$ cat src/cers_timer.sv
/*
  Holds the shared constants package of the Exposing_out_n and readout
  sequencer and its phase timer, a loadable down counter.
  Assumes one clock, i_ref_clk at 20 MHz, and a synchronous active-high
  reset i_sys_rst.
*/
package cers_pkg;

  // clock and pixel format
  localparam int CLK_PERIOD_NS = 50;
  localparam int CYC_PER_US    = 1000 / CLK_PERIOD_NS;
  localparam int PIX_BITS      = 12;
  localparam int TIMER_BITS    = 32;

  // register byte addresses
  localparam logic [7:0] ADDR_CTRL   = 8'h00;
  localparam logic [7:0] ADDR_EXP    = 8'h04;
  localparam logic [7:0] ADDR_STATUS = 8'h08;

  // control register fields
  localparam int CTRL_MODE_LSB = 0;
  localparam int CTRL_BIN_LSB  = 2;
  localparam int CTRL_SENS_LSB = 4;
  localparam int CTRL_TRIG_BIT = 9;

  // status register fields
  localparam int STAT_BUSY_BIT  = 0;
  localparam int STAT_EXP_BIT   = 1;
  localparam int STAT_RDO_BIT   = 2;
  localparam int STAT_SEC_BIT   = 3;
  localparam int STAT_FRAME_LSB = 16;

  // exposure modes
  localparam logic [1:0] MODE_SINGLE = 2'h0;
  localparam logic [1:0] MODE_VIDEO  = 2'h1;
  localparam logic [1:0] MODE_DUAL   = 2'h2;

  // vertical binning codes
  localparam logic [1:0] VERTICAL_BIN_ONE  = 2'h0;
  localparam logic [1:0] VERTICAL_BIN_TWO  = 2'h1;
  localparam logic [1:0] VERTICAL_BIN_FOUR = 2'h2;

  // sensor variant codes
  localparam logic [2:0] SENS_SMALL_A = 3'h0;
  localparam logic [2:0] SENS_SMALL_B = 3'h1;
  localparam logic [2:0] SENS_SCIENCE = 3'h2;
  localparam logic [2:0] SENS_HIGHRES = 3'h3;
  localparam logic [2:0] SENS_HIGHQE  = 3'h4;

  // colour tags of the filter mosaic
  localparam logic [1:0] COLOR_RED   = 2'h0;
  localparam logic [1:0] COLOR_GREEN = 2'h1;
  localparam logic [1:0] COLOR_BLUE  = 2'h2;

  // reset values
  localparam logic [1:0]  RST_MODE   = MODE_SINGLE;
  localparam logic [1:0]  RST_BIN    = VERTICAL_BIN_ONE;
  localparam logic [2:0]  RST_SENS   = SENS_SMALL_A;
  localparam logic [13:0] RST_EXP_US = 14'h03E8;

  // first exposure range in microseconds
  localparam logic [13:0] EXP_MIN_US = 14'h000A;
  localparam logic [13:0] EXP_MAX_US = 14'h2710;

  // dead time between the two dual-frame images
  localparam int DEAD_NS  = 1000;
  localparam int DEAD_CYC = (DEAD_NS + CLK_PERIOD_NS - 1) / CLK_PERIOD_NS;

  // readout times in microseconds
  localparam int RDO_SA_B1_US = 19800;
  localparam int RDO_SA_B2_US = 10300;
  localparam int RDO_SA_B4_US = 5600;
  localparam int RDO_SB_B1_US = 24800;
  localparam int RDO_SB_B2_US = 12800;
  localparam int RDO_SB_B4_US = 6800;
  localparam int RDO_SC_B1_US = 79800;
  localparam int RDO_SC_B2_US = 40300;
  localparam int RDO_HR_B1_US = 104000;
  localparam int RDO_HR_B2_US = 52500;
  localparam int RDO_QE_B1_US = 88300;
  localparam int RDO_QE_B2_US = 44800;

endpackage

module cers_timer
  import cers_pkg::*;
#(
  parameter int W = TIMER_BITS
) (
  // clock and reset
  input  wire logic         i_ref_clk,
  input  wire logic         i_sys_rst,
  // load request
  input  wire logic         i_load,
  input  wire logic [W-1:0] i_load_val,
  // count reached zero
  output logic              o_expired
);

  typedef struct packed {
    logic [W-1:0] cnt;
    logic         expired;
  } cers_tmr_type;

  cers_tmr_type tmr_ff;
  cers_tmr_type nxt_tmr;

  // a load of n expires after n further edges
  always_comb begin
    nxt_tmr = tmr_ff;
    if (i_load) begin
      nxt_tmr.cnt = i_load_val;
    end else if (tmr_ff.cnt != '0) begin
      nxt_tmr.cnt = tmr_ff.cnt - W'(1);
    end
    nxt_tmr.expired = (nxt_tmr.cnt == '0);
  end

  always_ff @(posedge i_ref_clk) begin
    if (i_sys_rst) begin
      tmr_ff <= '{cnt: '0, expired: 1'b1};
    end else begin
      tmr_ff <= nxt_tmr;
    end
  end

  assign o_expired = tmr_ff.expired;

endmodule

$ cat src/cers_top.sv
/*
  Exposure and readout sequencer of a CCD camera head: starts exposures
  on software or external triggers, drives the busy, exposing and reading
  indicators and streams 12-bit pixels at one per clock.
  Assumes i_ref_clk is the sensor pixel clock, all inputs are synchronous
  to it, and the receiving FIFO never stalls the stream.
*/
module cers_top
  import cers_pkg::*;
#(
  parameter int          CYCLES_PER_US = CYC_PER_US,
  parameter int          LINE_PIXELS   = 1280,
  parameter bit          HAS_DUAL      = 1'b1
) (
  // clock and reset
  input  wire logic                i_ref_clk,
  input  wire logic                i_sys_rst,
  // register port
  input  wire logic [7:0]          i_addr,
  input  wire logic [31:0]         i_wr_data,
  input  wire logic                i_wr_en,
  input  wire logic                i_rd_en,
  output logic      [31:0]         o_rd_data,
  // trigger and sensor samples
  input  wire logic                i_ext_trig,
  input  wire logic [PIX_BITS-1:0] i_pix_data,
  // indicator outputs
  output logic                     o_busy_n,
  output logic                     o_exposing_out_n,
  output logic                     o_reading_out_n,
  // pixel stream
  output logic                     o_pix_valid,
  output logic                     o_pix_first,
  output logic      [PIX_BITS-1:0] o_pix_data,
  output logic      [1:0]          o_pix_color
);

  typedef enum logic [2:0] {
    ST_IDLE,
    ST_EXPOSE,
    ST_GAP,
    ST_READ,
    ST_READ2
  } cers_state_type;

  typedef struct packed {
    cers_state_type      st;
    logic                trig_prev;
    logic                soft_trig;
    logic [1:0]          mode_cfg;
    logic [1:0]          bin_cfg;
    logic [2:0]          sens_cfg;
    logic [13:0]         exp_us;
    logic [1:0]          mode_lat;
    logic [1:0]          bin_lat;
    logic [2:0]          sens_lat;
    logic [15:0]         col;
    logic [15:0]         row;
    logic [15:0]         frames;
    logic [31:0]         rd_data;
    logic                busy_n;
    logic                exp_n;
    logic                rdo_n;
    logic                pix_valid;
    logic                pix_first;
    logic [PIX_BITS-1:0] pix_data;
    logic [1:0]          pix_color;
  } cers_regs_type;

  cers_regs_type regs_ff;
  cers_regs_type nxt_regs;

  logic                  tmr_load;
  logic [TIMER_BITS-1:0] tmr_val;
  logic                  tmr_expired;
  logic                  trig_hit;
  logic [TIMER_BITS-1:0] exp_cyc;
  logic [TIMER_BITS-1:0] rdo_cyc;
  logic [13:0]           wr_exp;

  // readout length in microseconds for a sensor and binning factor
  function automatic logic [TIMER_BITS-1:0] rdo_us(input logic [2:0] sens,
                                                    input logic [1:0] bin);
    int us;
    us = RDO_SA_B1_US;
    case (sens)
      SENS_SMALL_A: us = (bin == VERTICAL_BIN_ONE) ? RDO_SA_B1_US :
                         (bin == VERTICAL_BIN_TWO) ? RDO_SA_B2_US : RDO_SA_B4_US;
      SENS_SMALL_B: us = (bin == VERTICAL_BIN_ONE) ? RDO_SB_B1_US :
                         (bin == VERTICAL_BIN_TWO) ? RDO_SB_B2_US : RDO_SB_B4_US;
      SENS_SCIENCE: us = (bin == VERTICAL_BIN_ONE) ? RDO_SC_B1_US : RDO_SC_B2_US;
      SENS_HIGHRES: us = (bin == VERTICAL_BIN_ONE) ? RDO_HR_B1_US : RDO_HR_B2_US;
      SENS_HIGHQE:  us = (bin == VERTICAL_BIN_ONE) ? RDO_QE_B1_US : RDO_QE_B2_US;
      default:      us = RDO_SA_B1_US;
    endcase
    return TIMER_BITS'(us);
  endfunction

  // phase timer shared by exposure, dead time and readout
  cers_timer #(
    .W          (TIMER_BITS)
  ) u_timer (
    .i_ref_clk  (i_ref_clk),
    .i_sys_rst  (i_sys_rst),
    .i_load     (tmr_load),
    .i_load_val (tmr_val),
    .o_expired  (tmr_expired)
  );

  // phase lengths in clock cycles, less one for the timer load edge
  always_comb begin
    exp_cyc = TIMER_BITS'(regs_ff.exp_us * CYCLES_PER_US) - TIMER_BITS'(1);
    rdo_cyc = TIMER_BITS'(rdo_us(regs_ff.sens_lat, regs_ff.bin_lat) * CYCLES_PER_US)
              - TIMER_BITS'(1);
  end

  // out-of-range exposure writes are clamped, not rejected
  always_comb begin
    wr_exp = i_wr_data[13:0];
    if (i_wr_data[31:14] != '0 || i_wr_data[13:0] > EXP_MAX_US) begin
      wr_exp = EXP_MAX_US;
    end else if (i_wr_data[13:0] < EXP_MIN_US) begin
      wr_exp = EXP_MIN_US;
    end
  end

  // a trigger from either source only counts while idle
  assign trig_hit = (regs_ff.st == ST_IDLE) &&
                    ((i_ext_trig && !regs_ff.trig_prev) || regs_ff.soft_trig);

  // next-state logic: registers, sequencer and pixel stream
  always_comb begin
    nxt_regs           = regs_ff;
    nxt_regs.trig_prev = i_ext_trig;
    nxt_regs.soft_trig = 1'b0;
    nxt_regs.rd_data   = '0;
    tmr_load           = 1'b0;
    tmr_val            = '0;

    // register writes; config may change any time, the run uses latched copies except exp_us and the video stop check
    if (i_wr_en) begin
      case (i_addr)
        ADDR_CTRL: begin
          nxt_regs.mode_cfg  = i_wr_data[CTRL_MODE_LSB +: 2];
          nxt_regs.bin_cfg   = i_wr_data[CTRL_BIN_LSB +: 2];
          nxt_regs.sens_cfg  = i_wr_data[CTRL_SENS_LSB +: 3];
          nxt_regs.soft_trig = i_wr_data[CTRL_TRIG_BIT];
        end
        ADDR_EXP: begin
          nxt_regs.exp_us = wr_exp;
        end
        default: begin
          nxt_regs.soft_trig = 1'b0;
        end
      endcase
    end

    // register reads; unmapped addresses answer zero
    if (i_rd_en) begin
      case (i_addr)
        ADDR_CTRL: begin
          nxt_regs.rd_data[CTRL_MODE_LSB +: 2] = regs_ff.mode_cfg;
          nxt_regs.rd_data[CTRL_BIN_LSB +: 2]  = regs_ff.bin_cfg;
          nxt_regs.rd_data[CTRL_SENS_LSB +: 3] = regs_ff.sens_cfg;
        end
        ADDR_EXP: begin
          nxt_regs.rd_data[13:0] = regs_ff.exp_us;
        end
        ADDR_STATUS: begin
          nxt_regs.rd_data[STAT_BUSY_BIT]        = !regs_ff.busy_n;
          nxt_regs.rd_data[STAT_EXP_BIT]         = !regs_ff.exp_n;
          nxt_regs.rd_data[STAT_RDO_BIT]         = !regs_ff.rdo_n;
          nxt_regs.rd_data[STAT_SEC_BIT]         = (regs_ff.st == ST_READ2);
          nxt_regs.rd_data[STAT_FRAME_LSB +: 16] = regs_ff.frames;
        end
        default: begin
          nxt_regs.rd_data = '0;
        end
      endcase
    end

    // sequencer
    case (regs_ff.st)
      ST_IDLE: begin
        if (trig_hit) begin
          nxt_regs.st       = ST_EXPOSE;
          nxt_regs.bin_lat  = regs_ff.bin_cfg;
          nxt_regs.sens_lat = regs_ff.sens_cfg;
          // without the dual-frame option that mode falls back to single
          nxt_regs.mode_lat = (regs_ff.mode_cfg == MODE_DUAL && !HAS_DUAL) ?
                              MODE_SINGLE : regs_ff.mode_cfg;
          tmr_load          = 1'b1;
          tmr_val           = exp_cyc;
        end
      end
      ST_EXPOSE: begin
        if (tmr_expired) begin
          tmr_load = 1'b1;
          if (regs_ff.mode_lat == MODE_DUAL) begin
            nxt_regs.st = ST_GAP;
            tmr_val     = TIMER_BITS'(DEAD_CYC - 1);
          end else begin
            nxt_regs.st  = ST_READ;
            tmr_val      = rdo_cyc;
            nxt_regs.col = '0;
            nxt_regs.row = '0;
          end
        end
      end
      ST_GAP: begin
        if (tmr_expired) begin
          nxt_regs.st  = ST_READ;
          tmr_load     = 1'b1;
          tmr_val      = rdo_cyc;
          nxt_regs.col = '0;
          nxt_regs.row = '0;
        end
      end
      ST_READ: begin
        if (tmr_expired) begin
          nxt_regs.frames = regs_ff.frames + 16'h0001;
          nxt_regs.col    = '0;
          nxt_regs.row    = '0;
          if (regs_ff.mode_lat == MODE_DUAL) begin
            // second image was exposed during this readout, now read it
            nxt_regs.st = ST_READ2;
            tmr_load    = 1'b1;
            tmr_val     = rdo_cyc;
          end else if (regs_ff.mode_lat == MODE_VIDEO &&
                       regs_ff.mode_cfg == MODE_VIDEO) begin
            // video repeats until software selects another mode
            nxt_regs.st = ST_EXPOSE;
            tmr_load    = 1'b1;
            tmr_val     = exp_cyc;
          end else begin
            nxt_regs.st = ST_IDLE;
          end
        end
      end
      ST_READ2: begin
        if (tmr_expired) begin
          nxt_regs.frames = regs_ff.frames + 16'h0001;
          nxt_regs.st     = ST_IDLE;
        end
      end
      default: begin
        nxt_regs.st = ST_IDLE;
      end
    endcase

    // indicators follow the next state so they change on the phase edge
    nxt_regs.busy_n = (nxt_regs.st == ST_IDLE);
    nxt_regs.exp_n  = !((nxt_regs.st == ST_EXPOSE) ||
                        (nxt_regs.st == ST_READ && regs_ff.mode_lat == MODE_DUAL &&
                         regs_ff.st != ST_IDLE));
    nxt_regs.rdo_n  = !((nxt_regs.st == ST_READ) || (nxt_regs.st == ST_READ2));

    // one sample per clock while reading: 2 bytes x clock rate
    nxt_regs.pix_valid = (regs_ff.st == ST_READ) || (regs_ff.st == ST_READ2);
    nxt_regs.pix_first = 1'b0;
    nxt_regs.pix_data  = '0;
    nxt_regs.pix_color = COLOR_RED;
    if (nxt_regs.pix_valid) begin
      nxt_regs.pix_data  = i_pix_data;
      nxt_regs.pix_first = (regs_ff.col == '0) && (regs_ff.row == '0);
      // even rows red/green, odd rows green/blue, origin always red
      case ({regs_ff.row[0], regs_ff.col[0]})
        2'h0:    nxt_regs.pix_color = COLOR_RED;
        2'h3:    nxt_regs.pix_color = COLOR_BLUE;
        default: nxt_regs.pix_color = COLOR_GREEN;
      endcase
      if (tmr_load) begin
        // counters were reset above for the next image
        nxt_regs.pix_first = nxt_regs.pix_first;
      end else if (regs_ff.col == 16'(LINE_PIXELS - 1)) begin
        nxt_regs.col = '0;
        nxt_regs.row = regs_ff.row + 16'h0001;
      end else begin
        nxt_regs.col = regs_ff.col + 16'h0001;
      end
    end
  end

  // state register
  always_ff @(posedge i_ref_clk) begin
    if (i_sys_rst) begin
      regs_ff           <= '0;
      regs_ff.st        <= ST_IDLE;
      regs_ff.mode_cfg  <= RST_MODE;
      regs_ff.bin_cfg   <= RST_BIN;
      regs_ff.sens_cfg  <= RST_SENS;
      regs_ff.exp_us    <= RST_EXP_US;
      regs_ff.mode_lat  <= RST_MODE;
      regs_ff.bin_lat   <= RST_BIN;
      regs_ff.sens_lat  <= RST_SENS;
      regs_ff.busy_n    <= 1'b1;
      regs_ff.exp_n     <= 1'b1;
      regs_ff.rdo_n     <= 1'b1;
      regs_ff.trig_prev <= 1'b1; // a trigger held high through reset is no edge
    end else begin
      regs_ff <= nxt_regs;
    end
  end

  // outputs straight from flops
  assign o_rd_data        = regs_ff.rd_data;
  assign o_busy_n         = regs_ff.busy_n;
  assign o_exposing_out_n = regs_ff.exp_n;
  assign o_reading_out_n  = regs_ff.rdo_n;
  assign o_pix_valid      = regs_ff.pix_valid;
  assign o_pix_first      = regs_ff.pix_first;
  assign o_pix_data       = regs_ff.pix_data;
  assign o_pix_color      = regs_ff.pix_color;

endmodule

$ cat config.mk
export PLATFORM = sky130hd
export DESIGN_NAME = cers_top
export DESIGN_NICKNAME = d
export VERILOG_FILES = /design/src/cers_timer.sv /design/src/cers_top.sv
export SDC_FILE = /design/constraint.sdc
export NUM_CORES = 1
export LEC_CHECK = 0
export BUFFER_PORTS_ARGS = -buffer_cell sky130_fd_sc_hd__buf_4
export CORE_MARGIN = 8
export CORE_UTILIZATION = 45
export DETAILED_ROUTE_END_ITERATION = 8
export PLACE_DENSITY = 0.77
export SYNTH_ARGS = -nofsm -noshare
export SYNTH_HDL_FRONTEND = slang
export SYNTH_SLANG_ARGS = --single-unit
$ cat constraint.sdc
create_clock -name i_ref_clk -period 4.65 [get_ports i_ref_clk]
set_input_delay 0.2325 -clock i_ref_clk [delete_from_list [all_inputs] [get_ports i_ref_clk]]
set_output_delay 0.2325 -clock i_ref_clk [all_outputs]
set_load 0.1 [all_outputs]
After elaboration in Yosys (flattened, before gate mapping):

Cells that the tools add are included.

* flip-flop bits (word level): 165
* bits of input ports: 57
* output and inout bits: 51
* logic and storage cells: 152

* add/subtract/negate cells: 6
* $mul: 2
* $lt $le $gt $ge: 2
* eq/ne operators: 21
* multiplexer cells: 49
* bitwise operators: 6
* reductions and logical operators: 40

Operators with widths (count)
* $mux 32: 14
* $pmux 32 s4: 1
* $pmux 32 s3: 1
* $pmux 17 s5: 1
* $sub 32x1->32 const B: 2
* $mux 14: 4
* $mux 17: 3
* $add 16x1->16 const B: 3
* $mux 16: 3
* $mux 48: 1
* $logic_not 16->1: 2
* $logic_not 32->1: 1
* $mul 32x3->30 const B: 1
* $pmux 16 s2: 1
* $reduce_bool 32->1: 1
* $mux 15: 2
* $sub 19x1->20 const B: 1
* $mux 3: 6
* $reduce_bool 18->1: 1
* $mul 14x3->17 const B: 1
* $eq 16x11->1 const B: 1
* $eq 3x2->1 const B: 5
* $pmux 3 s5: 1
* $gt 14x14->1 const B: 1
* 26 further kinds: 68

Longest topological paths before layout:

* word-level depth: 11
* depth in mapped cells: 20
* depth with buffers taken out: 18

By module:

From an unflattened synthesis, not the netlist that was laid out.

* cells, all modules: 1279
* area, all modules: 10593.9 um2

Modules (own cells, without submodules)
* cers_top: times used 1, cells each 1008, area an instance 8369.3 um2, seq. area each 2602.5 um2
* cers_timer: times used 1, cells each 271, area an instance 2224.6 um2, seq. area each 660.6 um2

Least setup slack after synthesis:

No wires, ideal clock.

* path kind: register to register
* start point: reg regs_ff[102] in the netlist's numbering
* end point: reg u_timer.tmr_ff, in the netlist u_timer.o_expired
* data arrival time: 5073 ps
* required time: 4590 ps
* slack: -482 ps
* stages on the path, launching flop included: 21
* buffers on the path: 2
* clock period less this slack: 5132 ps
* cells stage by stage: dfxtp_1 -> clkbuf_1 -> or2_2 -> clkbuf_1 -> nor2_1 -> xnor2_1 -> o21ai_0 -> ha_1 -> ha_1 -> fa_1 -> a211oi_1 -> nor2_1 -> xor2_1 -> nor3_1 -> xnor2_1 -> a22o_1 -> or4_4 -> a2111oi_2 -> and4_1 -> and4b_1 -> a41o_1

* word-level cells in the longest chain between the ends: 11

Ends and longest elaborated chain
* from (decl): RTL line cers_top.sv:70 `cers_regs_type regs_ff;`
* from (signal assigned): RTL line cers_top.sv:301 `regs_ff <= nxt_regs;`
* $eq 2x1->1: RTL line cers_top.sv:88, cers_top.sv:90
* $mux 14, on equally long branches: RTL line cers_top.sv:88, cers_top.sv:90
* $mux 15, on equally long branches: RTL line cers_top.sv:87, cers_top.sv:89
* $pmux 17 s5 *: RTL line cers_top.sv:86 `case (sens)`
* $mul 32x3->30 *: RTL line cers_top.sv:113 `rdo_cyc = TIMER_BITS'(rdo_us(regs_ff.sens_lat, regs_ff.bin_lat) * CYCLES_PER_US)`
* $sub 32x1->32 *: RTL line cers_top.sv:114 `- TIMER_BITS'(1);`
* $mux 32, on equally long branches: RTL line cers_top.sv:224, cers_top.sv:199
* $mux 32, on equally long branches: RTL line cers_top.sv:220, cers_top.sv:197
* $pmux 32 s4 *: RTL line cers_top.sv:183 `case (regs_ff.st)`
* $mux 32 *: RTL line cers_timer.sv:111 `if (i_load) begin`
* $logic_not 32->1 *: RTL line cers_timer.sv:116 `nxt_tmr.expired = (nxt_tmr.cnt == '0);`
* to (signal assigned): RTL line cers_timer.sv:121 `tmr_ff <= '{cnt: '0, expired: 1'b1};`
* to (signal assigned): RTL line cers_timer.sv:123 `tmr_ff <= nxt_tmr;`
* to (decl): RTL line cers_timer.sv:105 `cers_tmr_type tmr_ff;`

Mark *: on every way between the ends. The rest lies on a longest branch, timed or not.
A chain may end at the register's enable or synchronous reset.

Worst setup path after layout:

Same ends and word-level chain as after synthesis.

==> impl_metrics.csv <==
group,metric,value,unit
status,status,"complete, no violations",
power_and_ir_drop,p_per_area,345,nW/um^2
logic_synthesis,postSynthCellCount,1288,
setup_path,worst-r2r-cell-count,17,
min_path,hp-start,"i_wr_data[8]",
logic_synthesis,synth_area,10500,sq um
logic_synthesis,synth-simple-area-share,0.271,
floorplan,core_area,22700,sq um
floorplan,die-area,28400,sq um
timing,slew_violations,0,
clocking,cts_tree,"yes",
timing,fin_crit_sh,0.951,
timing,finalHoldWorstSlack,0.0484,ns
layout,multi_input_area,6600,sq um
drt,routedWlPerCell,15.6,um
layout,fin_nets,1473,
floorplan,die_x,168,um
power_and_ir_drop,total_power,4.17,mW
min_path,hold_path_class,"input pin to flip-flop",
grt,grt_max_degree,59,
drt,first_pass_iters,6,
grt,antenna_found_initial,0,
logic_synthesis,synth-seq-cells,163,
clocking,clk_pin_slew_worst_paths,0.08,ns
clocking,cts_root_buffer,"clkbuf_16",
clocking,numCtsBuffers,17,
layout,seqCellArea,3270,sq um
clocking,cts_max_level,4,
setup_path,worstReg2RegEnd,"u_timer.o_expired",
drt,routed_via_density,5.68,
place,io_buffer_count,105,
layout,area_growth,15.7,%
setup_path,cp_slowest_cell,"or4_4",
setup_path,setup.worst_path.start_class,"flip-flop",
setup_path,rr_startpoint,"regs_ff[102]",
grt,grt_pass1_vias,8831,
logic_synthesis,netlist-cell-type-count,91,
timing,fmax,226,MHz
place,place_ws,-0.0188,ns
logic_synthesis,synth_top_family_by_area,"simple AND/OR/NAND/NOR gates",
setup_path,r2r_slack,0.23,ns
timing,setup_ws,0.226,ns
drt,finalWirelength,25800,um
layout,final_cell_mix,"nor2_1, dfxtp_1, buf_4, a21oi_1, nand2_1",
drt,drtIter0Drc,764,
logic_synthesis,synth_compound_area_frac,0.174,
flow_run,cap_violations,0,
drt,route.detailed.drc,0,
min_path,hold-path-endpoint,"regs_ff[114]",
grt,grt_overflow,0,
layout,num-fill-cells,2030,
clocking,cts.sinks,163,
timing,setup_viol,0,
layout,drive_above_1_share,0.163,
timing,tightest_slew,1.11,ns
timing,relSlewSlack,0.258,
timing,tns,0,ns
logic_synthesis,synth_xor_area_frac,0.0721,
logic_synthesis,ys_seq_area_frac,0.312,
timing,hold_viol,0,
floorplan,rows,55,
place,gp_congestion,0.868,
setup_path,crit_path_cell_trace,"buf_4 -> nor2b_1 -> o21ai_0 -> o21ai_2 -> ha_1 -> ha_2 -> fa_2 -> nor4_4 -> nand2_2 -> nor3_4 -> xnor2_1 -> a22o_1 -> or4_4 -> a2111oi_4 -> and4_1 -> and4b_1 -> a41o_1",
grt,grt_pass1_wl,42200,um
min_path,min_path_cells,3,
logic_synthesis,muxShareOfSynthArea,0.0270,
place,dp_hpwl,18600,um
floorplan,floorplan.initialDensity,0.460,
power_and_ir_drop,p_leak,4.95,nW
logic_synthesis,yosys_most_used_dff,"dfxtp_1",
drt,vias,9390,
layout,final_common_cell,"nor2_1",
grt,grt_use_total,0.175,
setup_path,max_stage_delay,0.53,ns
setup_path,required,5.01,ns
timing,skew,0.0154,ns
drt,ant_nets,0,
logic_synthesis,synth-edff-count,0,
logic_synthesis,avgSynthCellArea,8.12,sq um
power_and_ir_drop,worst_ir_drop_vdd,0.284,mV
setup_path,cp-end-kind,"flip-flop",
setup_path,arrival,4.79,ns
setup_path,crit_fanout,14,
floorplan,pin_count,108,
logic_synthesis,synthAdderAreaFrac,0.0756,
logic_synthesis,yosys_warnings,0,
floorplan,fp.dieH,168,um
layout,antennaDiodeCount,0,
clocking,clock_path_buffers,2,
logic_synthesis,ys_async_sr_fraction,0,
timing,period_needed,4.42,ns
clocking,clkLatencyLatePin,0.43,ns
setup_path,setup.worst_path.class,"flip-flop to flip-flop",
setup_path,startpoint,"regs_ff[102]",
worst max-delay path, delay by kind of cell (launching register included):
kind,cells,cell delay [ns]
and+or+nand+nor,7,1.78
AOI/OAI and AO/OA,5,1.05
adders and majority gates,3,0.94
DFF,1,0.32
buffers and inverters,1,0.18
xor gates and xnor gates,1,0.09
layout make-up:
| class | instances | area share |
|---|---|---|
| Multi-Input combinational cell | 1001 | 0.546 |
| Timing Repair Buffer | 148 | 0.0946 |
| Inverter | 23 | 0.00714 |
| Clock buffer | 17 | 0.0352 |
| Tap cell | 285 | 0.0295 |
| Sequential cell | 163 | 0.270 |
| Clock inverter | 15 | 0.0174 |
metal layers:
layer | track usage | vias up | part of all wire
li1 | - | 4705 | -
met1 | 0.224 | 4375 | 0.45
met2 | 0.290 | 263 | 0.46
met3 | 0.0274 | 47 | 0.055
met4 | 0.0687 | 0 | 0.027
met5 | 0 | - | 0
worst max path at each step:
stage	cells past startpoint	end	slack [ns]
CTS	18	u_timer.o_expired	0.002
detailed placement	17	u_timer.o_expired	-0.02
finish	17	u_timer.o_expired	0.23
floorplan	20	u_timer.o_expired	0.004
global placement	17	u_timer.o_expired	0.07
global route	18	u_timer.o_expired	-0.02
cell families after synthesis:
group,count (synthesis)
mux,28
buf+inv,125
compound gates,282
simple gates,541
fa+ha+maj,62
flops,163
other cells,1
xor+xnor,86
through the flow:
stage | utilization | std cells | area [sq um]
6_report | 0.532 | 1652 | 12100
5_1_grt | 0.532 | 1652 | 12100
4_1_cts | 0.527 | 1647 | 12000
3_5_place_dp | 0.493 | 1602 | 11200
3_3_place_gp | 0.493 | 1602 | 11200
2_1_floorplan | - | 1289 | 10500
registers in the layout, indices dropped and copies added (netlist names):
register and flops:
u_timer.tmr_ff 32, o_pix_color 2, o_rd_data 30, regs_ff 81
o_pix_valid 1, u_timer.o_expired 1, o_reading_out_n 1, o_busy_n 1
o_pix_first 1, o_exposing_out_n 1, o_pix_data 12
timing repair:
action,4_1_cts,5_1_grt
hold endpoints to repair,13,0
buffers inserted,0,5
endpoints found under the setup margin,1,7
pin swaps,0,7
resized for setup,3,17
hold buffers,13,0
power breakdown:
group | switching (mW) | internal [mW]
registers | 0.107 | 1.49
clock network | 0.671 | 0.785
logic | 0.630 | 0.495
cell usage after synthesis, types with 4 or more instances:
cell | count | area (sq um)
ha_1 | 60 | 751
or4_1 | 5 | 37.5
o22ai_1 | 9 | 56.3
o211ai_1 | 7 | 52.6
a211oi_1 | 13 | 97.6
nand4_1 | 15 | 93.8
o21a_1 | 9 | 67.6
a31oi_1 | 11 | 68.8
and2_1 | 44 | 275
nor2b_1 | 11 | 68.8
nor4_1 | 25 | 156
o31a_1 | 4 | 35.0
a21o_1 | 9 | 67.6
o22a_1 | 4 | 35.0
xnor2_1 | 40 | 350
a21oi_1 | 91 | 455
and3_1 | 31 | 194
or2_2 | 7 | 43.8
a22oi_1 | 6 | 45.0
a21boi_0 | 5 | 37.5
o41ai_1 | 4 | 35.0
o21ai_1 | 5 | 25.0
clkbuf_1 | 46 | 173
xor2_1 | 46 | 403
nand2_1 | 83 | 312
buf_4 | 46 | 345
o21ai_0 | 57 | 285
nor3b_1 | 6 | 45.0
nor3_1 | 42 | 210
a221oi_1 | 5 | 43.8
clkbuf_8 | 5 | 68.8
nor2_1 | 163 | 612
nand3_1 | 30 | 150
dfxtp_1 | 163 | 3260
or3_1 | 13 | 81.3
nand2b_1 | 14 | 87.6
mux2i_1 | 26 | 260
inv_1 | 23 | 86.3
nand3b_1 | 15 | 113
No activity file was read; power rests on OpenSTA's default activity.
